<file path="config.mk">
export PLATFORM = sky130hd
export DESIGN_NAME = scd_stop_collide
export DESIGN_NICKNAME = d
export VERILOG_FILES = /design/src/pkg/scd_pkg.sv /design/src/hw/scd_stop_collide.sv /design/src/hw/scd_sync2.sv
export SDC_FILE = /design/constraint.sdc
export NUM_CORES = 1
export LEC_CHECK = 0
export ABC_CLOCK_PERIOD_IN_PS = 1900
export BUFFER_PORTS_ARGS = -buffer_cell sky130_fd_sc_hd__clkbuf_2
export CELL_PAD_IN_SITES_DETAIL_PLACEMENT = 1
export CELL_PAD_IN_SITES_GLOBAL_PLACEMENT = 1
export CORE_MARGIN = 3
export CORE_UTILIZATION = 32
export CTS_CLUSTER_DIAMETER = 40
export DETAILED_ROUTE_END_ITERATION = 10
export GPL_TIMING_DRIVEN = 0
export PLACE_DENSITY = 0.73
export SYNTH_ARGS = -nofsm -noshare
export SYNTH_HDL_FRONTEND = slang
export SYNTH_SLANG_ARGS = --single-unit
</file>
<file path="constraint.sdc">
create_clock -name clk_i -period 1.9 [get_ports clk_i]
set_clock_uncertainty 0.1 [all_clocks]
set_input_delay 0 -clock clk_i [delete_from_list [all_inputs] [get_ports clk_i]]
set_output_delay 0 -clock clk_i [all_outputs]
set_load 0.02 [all_outputs]
</file>
<file path="src/pkg/scd_pkg.sv">
`default_nettype none
package scd_pkg;
   // Register byte offsets on the bus.
   localparam logic [7:0] ADR_BUF      = 8'h00;
   localparam logic [7:0] ADR_RELOAD   = 8'h04;
   localparam logic [7:0] ADR_CTRL1    = 8'h08;
   localparam logic [7:0] ADR_CTRL2    = 8'h0c;
   localparam logic [7:0] ADR_STAT     = 8'h10;
   localparam logic [7:0] ADR_IRQ_STAT = 8'h14;
   localparam logic [7:0] ADR_IRQ_MASK = 8'h18;
   // Field positions.
   localparam int C1_WCOL   = 7;
   localparam int C1_EN     = 5;
   localparam int C2_GCEN   = 7;
   localparam int C2_PEN    = 2;
   localparam int C2_SEN    = 0;
   localparam int ST_STOP   = 4;
   localparam int IRQ_XFER  = 0;
   localparam int IRQ_COLL  = 1;
   localparam int IRQ_W     = 2;
   localparam int RELOAD_W  = 7;
   // Cycles that the block's own data release needs to pass the synchroniser.
   localparam logic [1:0] SETTLE_CYC = 2'h2;
   // Port mode codes held in the low nibble of control one.
   localparam logic [3:0] MODE_MASTER   = 4'h8;
   localparam logic [3:0] MODE_SLV_MASK = 4'h9;
   // Reset values.
   localparam logic [7:0] RST_BYTE  = 8'h00;
   localparam logic [7:0] RST_MASK  = 8'hff;
   localparam logic [1:0] RST_IRQ   = 2'h0;
   // Stop sequence states.
   typedef enum logic [2:0] {
      SCD_IDLE, SCD_SDA_LOW, SCD_SCL_WAIT, SCD_HOLD, SCD_SDA_REL, SCD_TAIL
   } scd_state_type;
endpackage : scd_pkg
`default_nettype wire

</file>
<file path="src/hw/scd_stop_collide.sv">
`timescale 1ns/1ns
`default_nettype none
module scd_stop_collide
   import scd_pkg::*;
(
   input  wire logic        clk_i,
   input  wire logic        rst_i,
   input  wire logic [7:0]  adr_i,
   input  wire logic [31:0] dat_i,
   input  wire logic [3:0]  sel_i,
   input  wire logic        we_i,
   input  wire logic        cyc_i,
   input  wire logic        stb_i,
   output logic      [31:0] dat_o,
   output logic             ack_o,
   input  wire logic        scl_i,
   input  wire logic        sda_i,
   output logic             scl_o,
   output logic             scl_oe_n_o,
   output logic             sda_o,
   output logic             sda_oe_n_o,
   output logic             irq_o
);
   logic [1:0]          pins_s;
   logic                scl_s;
   logic                sda_s;
   scd_state_type       state_ff,     nxt_state;
   logic [RELOAD_W-1:0] brg_ff,       nxt_brg;
   logic [7:0]          buf_ff,       nxt_buf;
   logic [7:0]          reload_ff,    nxt_reload;
   logic [7:0]          mask_reg_ff,  nxt_mask_reg;
   logic [7:0]          ctrl1_ff,     nxt_ctrl1;
   logic [5:0]          seq_ff,       nxt_seq;
   logic [4:0]          adm_ff,       nxt_adm;
   logic                gcen_ff,      nxt_gcen;
   logic                stop_det_ff,  nxt_stop_det;
   logic [IRQ_W-1:0]    irq_stat_ff,  nxt_irq_stat;
   logic [IRQ_W-1:0]    irq_mask_ff,  nxt_irq_mask;
   logic                scl_rel_ff,   nxt_scl_rel;
   logic                sda_rel_ff,   nxt_sda_rel;
   logic [1:0]          settle_ff,    nxt_settle;
   logic                ack_ff,       nxt_ack;
   logic [31:0]         dat_ff,       nxt_dat;
   logic                wr;
   logic                en;
   logic                master;
   logic                coll;
   logic                done;

   // Counter reload value taken from the low bits of the reload register.
   function automatic logic [RELOAD_W-1:0] brg_load(input logic [7:0] r);
      return r[RELOAD_W-1:0];
   endfunction : brg_load

   // Both bus lines arrive from outside and are synchronised first.
   scd_sync2 #(.W(2)) u_sync (
      .clk_i (clk_i),
      .rst_i (rst_i),
      .d_i   ({scl_i, sda_i}),
      .q_o   (pins_s)
   );

   // Decoded handles shared by the next-state logic.
   assign scl_s  = pins_s[1];
   assign sda_s  = pins_s[0];
   assign wr     = cyc_i & stb_i & we_i & ack_ff & sel_i[0];
   assign en     = ctrl1_ff[C1_EN];
   assign master = (ctrl1_ff[3:0] == MODE_MASTER);

   // Next values for the bus slave, registers and stop sequencer.
   always_comb begin
      nxt_state    = state_ff;
      nxt_brg      = brg_ff;
      nxt_buf      = buf_ff;
      nxt_reload   = reload_ff;
      nxt_mask_reg = mask_reg_ff;
      nxt_ctrl1    = ctrl1_ff;
      nxt_seq      = seq_ff;
      nxt_adm      = adm_ff;
      nxt_gcen     = gcen_ff;
      nxt_stop_det = stop_det_ff;
      nxt_irq_stat = irq_stat_ff;
      nxt_irq_mask = irq_mask_ff;
      nxt_scl_rel  = scl_rel_ff;
      nxt_sda_rel  = sda_rel_ff;
      nxt_ack      = cyc_i & stb_i & ~ack_ff;
      nxt_dat      = dat_ff;
      nxt_settle   = settle_ff;
      coll         = 1'b0;
      done         = 1'b0;
      if (brg_ff != '0) begin
         nxt_brg = brg_ff - 1'b1;
      end
      if (settle_ff != '0) begin
         nxt_settle = settle_ff - 1'b1;
      end
      // Read data is captured on the same edge that raises the acknowledge.
      if (cyc_i && stb_i && !ack_ff) begin
         case (adr_i)
            ADR_BUF:      nxt_dat = {24'h0, buf_ff};
            ADR_RELOAD:   nxt_dat = {24'h0, (ctrl1_ff[3:0] == MODE_SLV_MASK) ? mask_reg_ff : reload_ff};
            ADR_CTRL1:    nxt_dat = {24'h0, ctrl1_ff};
            ADR_CTRL2:    nxt_dat = {24'h0, gcen_ff, 1'b0, master ? seq_ff : {adm_ff, seq_ff[C2_SEN]}};
            ADR_STAT:     nxt_dat = {27'h0, stop_det_ff, 4'h0};
            ADR_IRQ_STAT: nxt_dat = {30'h0, irq_stat_ff};
            ADR_IRQ_MASK: nxt_dat = {30'h0, irq_mask_ff};
            default:      nxt_dat = 32'h0;
         endcase
      end
      // Writes land on the edge after the acknowledge rises, the one that drops it.
      if (wr) begin
         case (adr_i)
            ADR_BUF: begin
               if (state_ff != SCD_IDLE) begin
                  nxt_ctrl1[C1_WCOL] = 1'b1;
               end else begin
                  nxt_buf = dat_i[7:0];
               end
            end
            ADR_RELOAD: begin
               if (ctrl1_ff[3:0] == MODE_SLV_MASK) begin
                  nxt_mask_reg = dat_i[7:0];
               end else begin
                  nxt_reload = dat_i[7:0];
               end
            end
            ADR_CTRL1:    nxt_ctrl1 = dat_i[7:0];
            ADR_CTRL2: begin
               nxt_gcen         = dat_i[C2_GCEN];
               nxt_seq[C2_SEN]  = dat_i[C2_SEN];
               if (!master) begin
                  nxt_adm = dat_i[5:1];
               end else begin
                  nxt_seq[5:1] = dat_i[5:1];
                  if (irq_stat_ff[IRQ_COLL] || state_ff != SCD_IDLE) begin
                     nxt_seq[C2_PEN] = seq_ff[C2_PEN];
                  end
               end
            end
            ADR_IRQ_STAT: nxt_irq_stat = irq_stat_ff & ~dat_i[IRQ_W-1:0];
            ADR_IRQ_MASK: nxt_irq_mask = dat_i[IRQ_W-1:0];
            default: ;
         endcase
      end
      // Stop sequencer.
      case (state_ff)
         SCD_IDLE: begin
            nxt_scl_rel = 1'b1;
            nxt_sda_rel = 1'b1;
            if (en && master && seq_ff[C2_PEN] && !irq_stat_ff[IRQ_COLL]) begin
               nxt_scl_rel  = 1'b0;
               nxt_sda_rel  = 1'b0;
               nxt_stop_det = 1'b0;
               nxt_state    = SCD_SDA_LOW;
            end
         end
         SCD_SDA_LOW: begin
            if (!sda_s) begin
               nxt_scl_rel = 1'b1;
               nxt_state   = SCD_SCL_WAIT;
            end
         end
         SCD_SCL_WAIT: begin
            if (scl_s) begin
               nxt_brg   = brg_load(reload_ff);
               nxt_state = SCD_HOLD;
            end
         end
         SCD_HOLD: begin
            if (!scl_s) begin
               coll = 1'b1;
            end else if (brg_ff == '0) begin
               nxt_sda_rel = 1'b1;
               nxt_brg     = brg_load(reload_ff);
               nxt_settle  = SETTLE_CYC;
               nxt_state   = SCD_SDA_REL;
            end
         end
         SCD_SDA_REL: begin
            if (!scl_s && !sda_s) begin
               coll = 1'b1;
            end else if (brg_ff == '0 && settle_ff == '0) begin
               // Short reloads would otherwise see the stale low of our own release.
               if (!sda_s) begin
                  coll = 1'b1;
               end else if (scl_s) begin
                  nxt_stop_det = 1'b1;
                  nxt_brg      = brg_load(reload_ff);
                  nxt_state    = SCD_TAIL;
               end
            end
         end
         SCD_TAIL: begin
            if (brg_ff == '0) begin
               done      = 1'b1;
               nxt_state = SCD_IDLE;
            end
         end
         default: nxt_state = SCD_IDLE;
      endcase
      // Collision abort; hardware set wins over a software clear.
      if (coll) begin
         nxt_state              = SCD_IDLE;
         nxt_scl_rel            = 1'b1;
         nxt_sda_rel            = 1'b1;
         nxt_seq                = 6'h0;
         nxt_irq_stat[IRQ_COLL] = 1'b1;
      end
      if (done) begin
         nxt_seq[C2_PEN]        = 1'b0;
         nxt_irq_stat[IRQ_XFER] = 1'b1;
      end
      // A disabled port is held idle with both lines released.
      if (!en) begin
         nxt_state    = SCD_IDLE;
         nxt_scl_rel  = 1'b1;
         nxt_sda_rel  = 1'b1;
         nxt_stop_det = 1'b0;
      end
   end

   // State registers.
   always_ff @(posedge clk_i) begin
      if (rst_i) begin
         state_ff    <= SCD_IDLE;
         brg_ff      <= '0;
         buf_ff      <= RST_BYTE;
         reload_ff   <= RST_BYTE;
         mask_reg_ff <= RST_MASK;
         ctrl1_ff    <= RST_BYTE;
         seq_ff      <= 6'h0;
         adm_ff      <= 5'h0;
         gcen_ff     <= 1'b0;
         stop_det_ff <= 1'b0;
         irq_stat_ff <= RST_IRQ;
         irq_mask_ff <= RST_IRQ;
         scl_rel_ff  <= 1'b1;
         sda_rel_ff  <= 1'b1;
         ack_ff      <= 1'b0;
         dat_ff      <= 32'h0;
         settle_ff   <= 2'h0;
      end else begin
         state_ff    <= nxt_state;
         brg_ff      <= nxt_brg;
         buf_ff      <= nxt_buf;
         reload_ff   <= nxt_reload;
         mask_reg_ff <= nxt_mask_reg;
         ctrl1_ff    <= nxt_ctrl1;
         seq_ff      <= nxt_seq;
         adm_ff      <= nxt_adm;
         gcen_ff     <= nxt_gcen;
         stop_det_ff <= nxt_stop_det;
         irq_stat_ff <= nxt_irq_stat;
         irq_mask_ff <= nxt_irq_mask;
         scl_rel_ff  <= nxt_scl_rel;
         sda_rel_ff  <= nxt_sda_rel;
         ack_ff      <= nxt_ack;
         dat_ff      <= nxt_dat;
         settle_ff   <= nxt_settle;
      end
   end

   // Open-drain outputs only ever pull low; enables are low while driving.
   assign scl_o      = 1'b0;
   assign sda_o      = 1'b0;
   assign scl_oe_n_o = scl_rel_ff;
   assign sda_oe_n_o = sda_rel_ff;
   assign ack_o      = ack_ff;
   assign dat_o      = dat_ff;
   assign irq_o      = |(irq_stat_ff & irq_mask_ff);
endmodule : scd_stop_collide
`default_nettype wire

</file>
<file path="src/hw/scd_sync2.sv">
`timescale 1ns/1ns
`default_nettype none
module scd_sync2 #(
   parameter int W = 2
) (
   input  wire logic         clk_i,
   input  wire logic         rst_i,
   input  wire logic [W-1:0] d_i,
   output logic      [W-1:0] q_o
);
   logic [W-1:0] meta_ff;
   logic [W-1:0] sync_ff;
   logic [W-1:0] nxt_meta;
   logic [W-1:0] nxt_sync;

   // A synchroniser without any bits cannot be built.
   if (W < 1) begin : g_bad_width
      $error("scd_sync2 needs W of at least 1");
   end

   // The first stage feeds only the second stage.
   always_comb begin
      nxt_meta = d_i;
      nxt_sync = meta_ff;
   end

   // Idle bus lines are high, so both stages reset to ones.
   always_ff @(posedge clk_i) begin
      if (rst_i) begin
         meta_ff <= '1;
         sync_ff <= '1;
      end else begin
         meta_ff <= nxt_meta;
         sync_ff <= nxt_sync;
      end
   end

   assign q_o = sync_ff;
endmodule : scd_sync2
`default_nettype wire

</file>
Word level (Yosys, flattened, before mapping)

Cells that the tools add are included.

Register bits: 100
Latch bits: 0
Memory bits (writable): 0
Memory bits (read-only): 0
Input port bits: 51
Output and inout bits: 38
Word-level logic and storage cells: 162
Memories: 0

Add/subtract/negate cells: 2
Multiply operators: 0
Div/mod/pow operators: 0
Order comparisons: 0
Equality and inequality tests: 24
Shifts and indexed selects: 0
Multiplexer cells: 51
Bitwise operators: 14
Reduce and logical (&&, ||, !) cells: 48

Operators by type and width:

| operator              | count |
|---|---|
| $pmux W8 S7           | 1 |
| $mux W7               | 7 |
| $mux W3               | 10 |
| $eq A8 B5 Y1 const B  | 3 |
| $pmux W7 S3           | 1 |
| $reduce_and A3 Y1     | 7 |
| $mux W1               | 18 |
| $pmux W3 S6           | 1 |
| $reduce_bool A2 Y1    | 9 |
| $eq A8 B4 Y1 const B  | 2 |
| $ne A2 B2 Y1 const B  | 7 |
| $mux W2               | 6 |
| $reduce_and A2 Y1     | 6 |
| $pmux W1 S2           | 5 |
| $reduce_and A10 Y1    | 1 |
| $eq A4 B4 Y1 const B  | 2 |
| $eq A8 B3 Y1 const B  | 1 |
| $logic_not A8 Y1      | 1 |
| $mux W8               | 1 |
| $ne A2 B1 Y1 const B  | 4 |
| $logic_and A1 B1 Y1   | 7 |
| $logic_not A7 Y1      | 1 |
| $reduce_bool A7 Y1    | 1 |
| $sub A7 B1 Y7 const B | 1 |
| other kinds (18)      | 36 |

Logic depth before layout (Yosys ltp)

Gate-level depths: netlist of the first run.

Depth after elaboration: 7
Depth in mapped cells: 8
Gate-level depth less buffers: 7

By module

A second synthesis of the first run with hierarchy kept.

Cell total of the unflattened synthesis: 520
Area total of the unflattened synthesis: 4435.5 sq um

By module, submodules not included:

| module           | times used | cells each | area each (sq um) | sequential area each (sq um) |
|---|---|---|---|---|
| scd_stop_collide | 1          | 512        | 4330.4            | 1441.4 |
| scd_sync2        | 1          | 8          | 105.1             | 80.1 |

Least setup slack after synthesis of the first run

OpenSTA, ideal clock, no wires.

Kind: register to register
Start point: register brg_ff[0]
End point: register brg_ff[0]
Data arrival time: 1768 ps
Data required time: 1709 ps
Setup slack: -59 ps
Cell stages (with the launch flop): 9
Buffers on the path: 1
Period minus slack after synthesis: 1959 ps
Cell sequence: dfxtp_1 -> inv_2 -> ha_1 -> or3b_1 -> nor2_2 -> buf_6 -> a31oi_1 -> a311o_1 -> a311oi_1

Word-level cells in the longest chain between the ends: 7

Ends and longest elaborated chain:

| element                                             | line                                             | source |
|---|---|---|
| start: declaration                                  | scd_stop_collide.sv:28                           | `logic [RELOAD_W-1:0] brg_ff, nxt_brg;` |
| start signal: assignment                            | scd_stop_collide.sv:244                          | `brg_ff <= nxt_brg;` |
| $sub A7 B1 Y7 or $reduce_bool A7 Y1 (tied branches) | scd_stop_collide.sv:92, scd_stop_collide.sv:91   |  |
| $mux W7                                             | scd_stop_collide.sv:91                           | `if (brg_ff != '0) begin` |
| $mux W7                                             | scd_stop_collide.sv:164, scd_stop_collide.sv:186 |  |
| $mux W7                                             | scd_stop_collide.sv:184                          | `if (!sda_s) begin` |
| $mux W7                                             | scd_stop_collide.sv:182                          | `end else if (brg_ff == '0 && settle_ff == '0) begin` |
| $mux W7                                             | scd_stop_collide.sv:180                          | `if (!scl_s && !sda_s) begin` |
| $pmux W7 S3 *                                       | scd_stop_collide.sv:146                          | `case (state_ff)` |

Mark *: on every way between the ends. The rest lies on a longest branch, timed or not.
A chain may end at the register's enable or synchronous reset.

Worst setup path after layout of the first run

Start point: register brg_ff[1]
End point: register seq_ff[2]

Word-level cells in the longest chain between the ends: 6

Ends and longest elaborated chain:

| element                             | line                                             | source |
|---|---|---|
| $logic_not A7 Y1 *                  | scd_stop_collide.sv:182, scd_stop_collide.sv:194 |  |
| $logic_and A1 B1 Y1                 | scd_stop_collide.sv:182                          |  |
| $mux W1                             | scd_stop_collide.sv:182                          |  |
| $mux W1                             | scd_stop_collide.sv:180                          |  |
| $pmux W1 S2                         | scd_stop_collide.sv:146                          |  |
| $reduce_or A3 Y1 (no source line) * | --                                               |  |
| end signal: assignment              | scd_stop_collide.sv:249                          | `seq_ff <= nxt_seq;` |
| end: declaration                    | scd_stop_collide.sv:33                           | `logic [5:0] seq_ff, nxt_seq;` |

Marked as above.

==> results of run 1 <==
==> cells by family (layout without fill, tap and decap cells) <==
logic type | Yosys count | in the layout | synth area share [%]
buf+inv | 60 | 140 | 8.499
mux | 59 | 59 | 15.01
flops | 76 | 76 | 37.86
compound gates | 75 | 75 | 12.80
other cells | 1 | 26 | 0.09331
simple gates | 182 | 182 | 24.25
fa+ha+maj | 2 | 2 | 0.6226
xor+xnor | 4 | 4 | 0.8719
==> repair_timing <==
item                                    CTS  global route
hold buffers                             10             0
endpoints found under the setup margin   49            57
pin swaps                                 7            17
setup buffers                            10            14
endpoints found under the hold margin    38             0
resized for setup                        15            41
==> flip-flops by register name, indices dropped and copies added, names as in the netlist, 2 cells and up <==
name and flops:
seq_ff 6, u_sync.q_o 2, brg_ff 7, u_sync.meta_ff 2
state_ff 3, adm_ff 5, dat_o 8, buf_ff 8
mask_reg_ff 8, reload_ff 8, irq_mask_ff 2, irq_stat_ff 2
settle_ff 2, ctrl1_ff 8
==> worst max-delay path by stage <==
stage / depth (start not counted) / to / startpoint
6_report: 8 / seq_ff[2]$_SDFFE_PP0P_ / brg_ff[1]$_SDFF_PP0_
5_1_grt: 7 / brg_ff[0]$_SDFF_PP0_ / brg_ff[1]$_SDFF_PP0_
4_1_cts: 8 / brg_ff[0]$_SDFF_PP0_ / brg_ff[1]$_SDFF_PP0_
3_5_place_dp: 7 / seq_ff[1]$_SDFFE_PP0P_ / brg_ff[0]$_SDFF_PP0_
3_3_place_gp: 7 / seq_ff[3]$_SDFFE_PP0P_ / brg_ff[1]$_SDFF_PP0_
2_1_floorplan: 8 / brg_ff[0]$_SDFF_PP0_ / brg_ff[0]$_SDFF_PP0_
==> per-stage QoR <==
stage | instance area [µm²] | hold slack [ns]
5_1_grt | 5328 | 0.09511
4_1_cts | 5075 | 0.04228
3_5_place_dp | 4516 | 0.09009
6_report | 5328 | 0.06774
3_3_place_gp | 4516 | 0.08520
2_1_floorplan | 4145 | 0.003811
==> power by group through the flow <==
stage | Sequential [µW] | Clock, µW | Combinational [µW]
after CTS | 1760 | 1930 | 1220
after floorplan | 1780 | 0 | 770
after detailed placement | 1790 | 0 | 1020
after global placement | 1790 | 0 | 991
final | 1770 | 1910 | 1530
after global routing | 1780 | 2010 | 1650
==> layer usage <==
layer	track usage [%]	vias up	wire length [µm]
met5	0	-	0
met1	24.95	1873	5929
met3	3.940	26	846
met4	7.399	0	368
li1	-	1800	-
met2	32.44	128	6689
==> final cells by class <==
cell class | instances | area share (%)
inverters | 7 | 0.5871
clock buffers | 10 | 4.298
clock inverters | 6 | 1.808
well taps | 168 | 3.946
repair buffers | 65 | 8.643
multi-input cells | 348 | 45.73
flip-flops and latches | 76 | 28.84
plain buffers | 52 | 6.153
==> worst max-delay path, cell delays in order (launching register included) <==
cell      delay, ns
dfxtp_4        0.36
inv_4          0.06
ha_4           0.12
or3b_4         0.41
buf_12         0.15
o41ai_4        0.28
nand2_2        0.14
nand2b_4       0.15
a311oi_1       0.06
==> cell usage in the layout (no fill, tap or decap), drive strengths merged, types with 3 or more instances in the layout <==
master	count
nand2	16
a31oi	4
a221oi	4
o22ai	3
nand3	8
or3	6
nor3	24
nand4	5
inv	9
conb	26
clkbuf	56
and2	3
dfxtp	76
a21oi	19
xor2	3
and3	7
nand3b	5
nor3b	4
nor2	80
mux2i	49
o21ai	14
nor4	3
or2	5
mux2	10
nand2b	3
a32oi	7
dlygate4sd3	10
buf	61
==> results.tsv, run 1 <==
stage	metric	value	unit
outcome	status	finished with violations	
outcome	violated checks	setup timing	
detailed_routing	post-route ant nets	0	
worst_setup_path	Worst EP required	2.01	ns
sta	Slew Limit Fails	0	
power_and_ir_drop	PD cells	976.6	nW/µm²
yosys	area leader, netlist	dfxtp_1	
yosys	Yosys top cell area share	37.86	%
yosys	Mapped Area	4019	µm²
global_routing	number of global-route vias before repair	4032	
final_layout	layout cell share with drive strength beyond 1	30.85	%
sta	Max Freq	503.3	MHz
worst_setup_path	Setup Crit Path Kind	flop to flop	
detailed_routing	Residual DRC	0	
clock_tree	CTS sink count	76	
final_layout	Multi-input gate area	2436	µm²
final_layout	fin util	43.81	%
placement	dpl hpwl	9.270	mm
floorplan	IO Count	89	
sta	Setup WS post-layout	-0.08708	ns
power_and_ir_drop	total power	5203	µW
min_path	Hold Crit Class	primary input to flop	
placement	port buffer count	32	
final_layout	Syn-to-layout area delta	32.57	%
final_layout	register area	1536	µm²
sta	# setup viols final	14	
yosys	synth cell count leaders	nor2_1 (78), dfxtp_1 (76), mux2i_1 (49)	
power_and_ir_drop	VDD IR max	0.4946	mV
global_routing	global-route usage over all layers	19.54	%
clock_tree	H-tree depth	3	
clock_tree	clk slew on worst S/H paths	0.06	ns
final_layout	Net count, final	612	
clock_tree	Max clock buf depth	2	
min_path	Hold Path End	ctrl1_ff[7]$_SDFFE_PP0P_	
worst_setup_path	CP endpoint kind	flop	
yosys	post-synthesis sequential area ratio	37.86	%
placement	pre-CTS setup slack	-0.3285	ns
sta	RSZ-0062 raised after global routing	yes	
detailed_routing	Pre-Repair DR Iteration Count	4	
detailed_routing	First DRT Iteration DRCs	226	
sta	Rel. slew slack	48.17	%
detailed_routing	Via density	5.228	
floorplan	row count	40	
worst_setup_path	CP Data Arrival Time	2.10	ns
min_path	hold_sp	adr_i[0]	
floorplan	Initial Util	33.05	%
global_routing	antenna violations before repair	0	
detailed_routing	Via Count	3827	
clock_tree	CTS Root Cell	clkbuf_16	
floorplan	core area	12160	µm²
yosys	top post-synthesis cells by area	dfxtp_1 (38%), mux2i_1 (12%), nor2_1 (7.3%)	
yosys	synth unique cells	72	
power_and_ir_drop	switching power	1639	µW
global_routing	total grt overflow	0	
yosys	Syn Area/Cell	8.756	µm²
global_routing	largest net degree at the start of global routing	15	
sta	Tmin final	1.987	ns
detailed_routing	wire per inst	18.90	µm
yosys	fraction of registers with async set/reset	0	%
final_layout	antenna cells	0	
power_and_ir_drop	leakage	0.002240	µW
yosys	count leader, synth	nor2_1	
run	Maximum Capacitance Violations	0	
min_path	cell depth of the worst hold path	4	
worst_setup_path	depth of the worst register-to-register path	8	
floorplan	DIE HEIGHT	118.1	µm
clock_tree	latest clock arrival within the worst-skew pair	0.35	ns
final_layout	fillcell total	1440	
worst_setup_path	worst reg2reg path startpoint	brg_ff[1]$_SDFF_PP0_	
placement	placed insts	684	
final_layout	non-filler cells, final	732	
power_and_ir_drop	Clk pwr share	36.6	%
sta	Final TNS setup	-0.7160	ns
yosys	Post-Synthesis Cells	459	
worst_setup_path	R2R Path End	seq_ff[2]$_SDFFE_PP0P_	
yosys	EDFF count, synth	0	
yosys	synth warn	0	
yosys	FF+latch count, synth	76	
power_and_ir_drop	Net Sw Frac	31.50	%
worst_setup_path	r2r setup slk	-0.09	ns
worst_setup_path	worst-path fanout max	6	
floorplan	Die ar.	13940	µm²
worst_setup_path	crit start category	flop	
sta	Final period util	104.6	%
power_and_ir_drop	power share of the combinational group	29.4	%
sta	Slew @ Worst Pin	0.7746	ns
detailed_routing	Total Wirelength	13.83	mm
floorplan	Die X	118.1	µm
power_and_ir_drop	Pint	3564	µW
clock_tree	CTS tree	done	
sta	Final Hold Fails	0	
power_and_ir_drop	register share of total power	33.9	%
yosys	Main synth FF type	dfxtp_1	
global_routing	first-pass GRT wire length	21.58	mm
placement	GPL Wtd Cong	0.8467	
clock_tree	cts bufs inserted	9	
Note: power is estimated with default switching activity, not from simulation.
==> run 2, diff against run 1 <==
- CORE_ASPECT_RATIO: default -> 0.75
==> results.tsv, run 2 (synthesized netlist as in run 1, its figures left out) <==
stage	metric	value	unit
global_routing	total grt overflow	0	
detailed_routing	Via Count	3767	
worst_setup_path	Crit. Startpoint	brg_ff[1]$_SDFF_PP0_	
placement	placed insts	678	
final_layout	commonest non-fill, non-tap cells in the layout	nor2_1 (71), dfxtp_1 (71), mux2i_1 (49), buf_4 (38), clkbuf_2 (35)	
worst_setup_path	depth of the worst register-to-register path	9	
outcome	violated checks	setup timing	
placement	GPL Wtd Cong	0.8823	
detailed_routing	Total Wirelength	13.48	mm
worst_setup_path	worst-path fanout max	9	
clock_tree	CTS Root Cell	clkbuf_16	
global_routing	number of global-route vias before repair	3797	
min_path	Hold Crit Class	primary input to flop	
final_layout	Syn-to-layout area delta	29.39	%
sta	Rel. slew slack	46.14	%
worst_setup_path	crit start category	flop	
sta	Final period util	106.0	%
sta	Tmin final	2.015	ns
clock_tree	cts bufs inserted	9	
sta	RSZ-0062 raised after global routing	yes	
clock_tree	H-tree depth	3	
worst_setup_path	Setup Crit Path Kind	flop to flop	
power_and_ir_drop	leakage	0.002183	µW
clock_tree	CTS sink count	76	
sta	Slew Limit Fails	0	
detailed_routing	Residual DRC	0	
worst_setup_path	CP endpoint kind	flop	
final_layout	fillcell total	1399	
floorplan	IO Count	89	
clock_tree	Max clock buf depth	2	
final_layout	Multi-input gate area	2435	µm²
sta	Fin Hold WS	0.06054	ns
floorplan	Die ar.	13950	µm²
outcome	status	finished with violations	
sta	Final TNS setup	-0.6516	ns
floorplan	core area	11910	µm²
detailed_routing	Via density	5.247	
run	Maximum Capacitance Violations	0	
power_and_ir_drop	total power	4729	µW
worst_setup_path	CP Capture Point	brg_ff[0]$_SDFF_PP0_	
detailed_routing	First DRT Iteration DRCs	282	
worst_setup_path	CP Data Arrival Time	2.11	ns
sta	Slew @ Worst Pin	0.8005	ns
clock_tree	latest clock arrival within the worst-skew pair	0.34	ns
sta	Max Freq	496.3	MHz
worst_setup_path	Worst EP required	1.99	ns
sta	Setup WS post-layout	-0.1147	ns
final_layout	layout cell share with drive strength beyond 1	29.32	%
power_and_ir_drop	VDD IR max	0.5175	mV
clock_tree	clk slew on worst S/H paths	0.06	ns
sta	Final Hold Fails	0	
final_layout	antenna cells	0	
floorplan	Initial Util	33.74	%
final_layout	Net count, final	604	
floorplan	DIE HEIGHT	103.1	µm
placement	port buffer count	32	
detailed_routing	post-route ant nets	0	
final_layout	non-filler cells, final	718	
clock_tree	CTS tree	done	
sta	# setup viols final	14	
worst_setup_path	R2R Path End	brg_ff[0]$_SDFF_PP0_	
detailed_routing	Pre-Repair DR Iteration Count	4	
global_routing	antenna violations before repair	0	
floorplan	row count	34	
worst_setup_path	r2r setup slk	-0.11	ns
final_layout	fin util	43.66	%
min_path	hold_sp	adr_i[0]	
floorplan	Die X	135.4	µm
global_routing	first-pass GRT wire length	20.74	mm
power_and_ir_drop	PD cells	909.5	nW/µm²
worst_setup_path	worst reg2reg path startpoint	brg_ff[1]$_SDFF_PP0_	
global_routing	global-route usage over all layers	19.26	%
final_layout	register area	1533	µm²
min_path	cell depth of the worst hold path	4	
placement	dpl hpwl	9.626	mm
global_routing	largest net degree at the start of global routing	13	
detailed_routing	wire per inst	18.77	µm
[run 2: changes by cell type in the layout (fill, tap and decap cells not counted), sizes merged]
cell,delta
clkbuf,+3
clkinvlp,+1
inv,-2
bufinv,-2
buf,-8
[run 2: worst min-delay path by stage]
stage	end	slack [ns]
3_3_place_gp	u_sync.meta_ff[0]$_SDFF_PP1_	0.08
2_1_floorplan	u_sync.meta_ff[0]$_SDFF_PP1_	0.004
5_1_grt	ctrl1_ff[7]$_SDFFE_PP0P_	0.1
6_report	ctrl1_ff[7]$_SDFFE_PP0P_	0.06
3_5_place_dp	u_sync.meta_ff[0]$_SDFF_PP1_	0.09
4_1_cts	ctrl1_ff[7]$_SDFFE_PP0P_	0.05
[run 2: per-layer routing]
layer | GRT usage [%] | vias to the layer above | wire (µm)
met1 | 27.71 | 1857 | 6439
met4 | 4.648 | 0 | 102
met5 | 0 | - | 0
li1 | - | 1787 | -
met3 | 4.585 | 10 | 1011
met2 | 29.24 | 113 | 5928
[run 2: worst max-delay path, cell delays in order, from the launching register on]
cell and delay (ns):
dfxtp_4 0.36, inv_4 0.06, ha_4 0.12, or3b_4 0.43
nor2_4 0.12, buf_6 0.11, buf_6 0.14, o31ai_1 0.08
a31oi_1 0.22, a311oi_2 0.13
[run 2: where the power goes]
group          internal, µW  switching, µW
Clock                   963            670
Sequential             1670           87.9
Combinational           608            725
Total                  3250           1480
[run 2: cell type report]
class	instances	share of cell area (%)
multi-input cells	348	46.82
flip-flops and latches	76	29.48
repair buffers	58	7.603
plain buffers	51	6.184
clock buffers	13	5.029
well taps	162	3.898
inverters	7	0.6015
clock inverters	3	0.3850
[run 2: repair_timing]
action,4_1_cts,5_1_grt
endpoints found under the hold margin,41,0
gates cloned,0,0
buffers inserted,8,8
hold buffers,10,0
pin swaps,5,14
resized for setup,12,41
endpoints found under the setup margin,53,52
[run 2: through the flow]
| stage | setup slack [ns] | cell area (µm²) |
|---|---|---|
| floorplan | -0.004191 | 4145 |
| global placement | -0.3013 | 4508 |
| detailed placement | -0.3540 | 4508 |
| CTS | -0.04394 | 4996 |
| global route | -0.1765 | 5200 |
| finish | -0.1147 | 5200 |
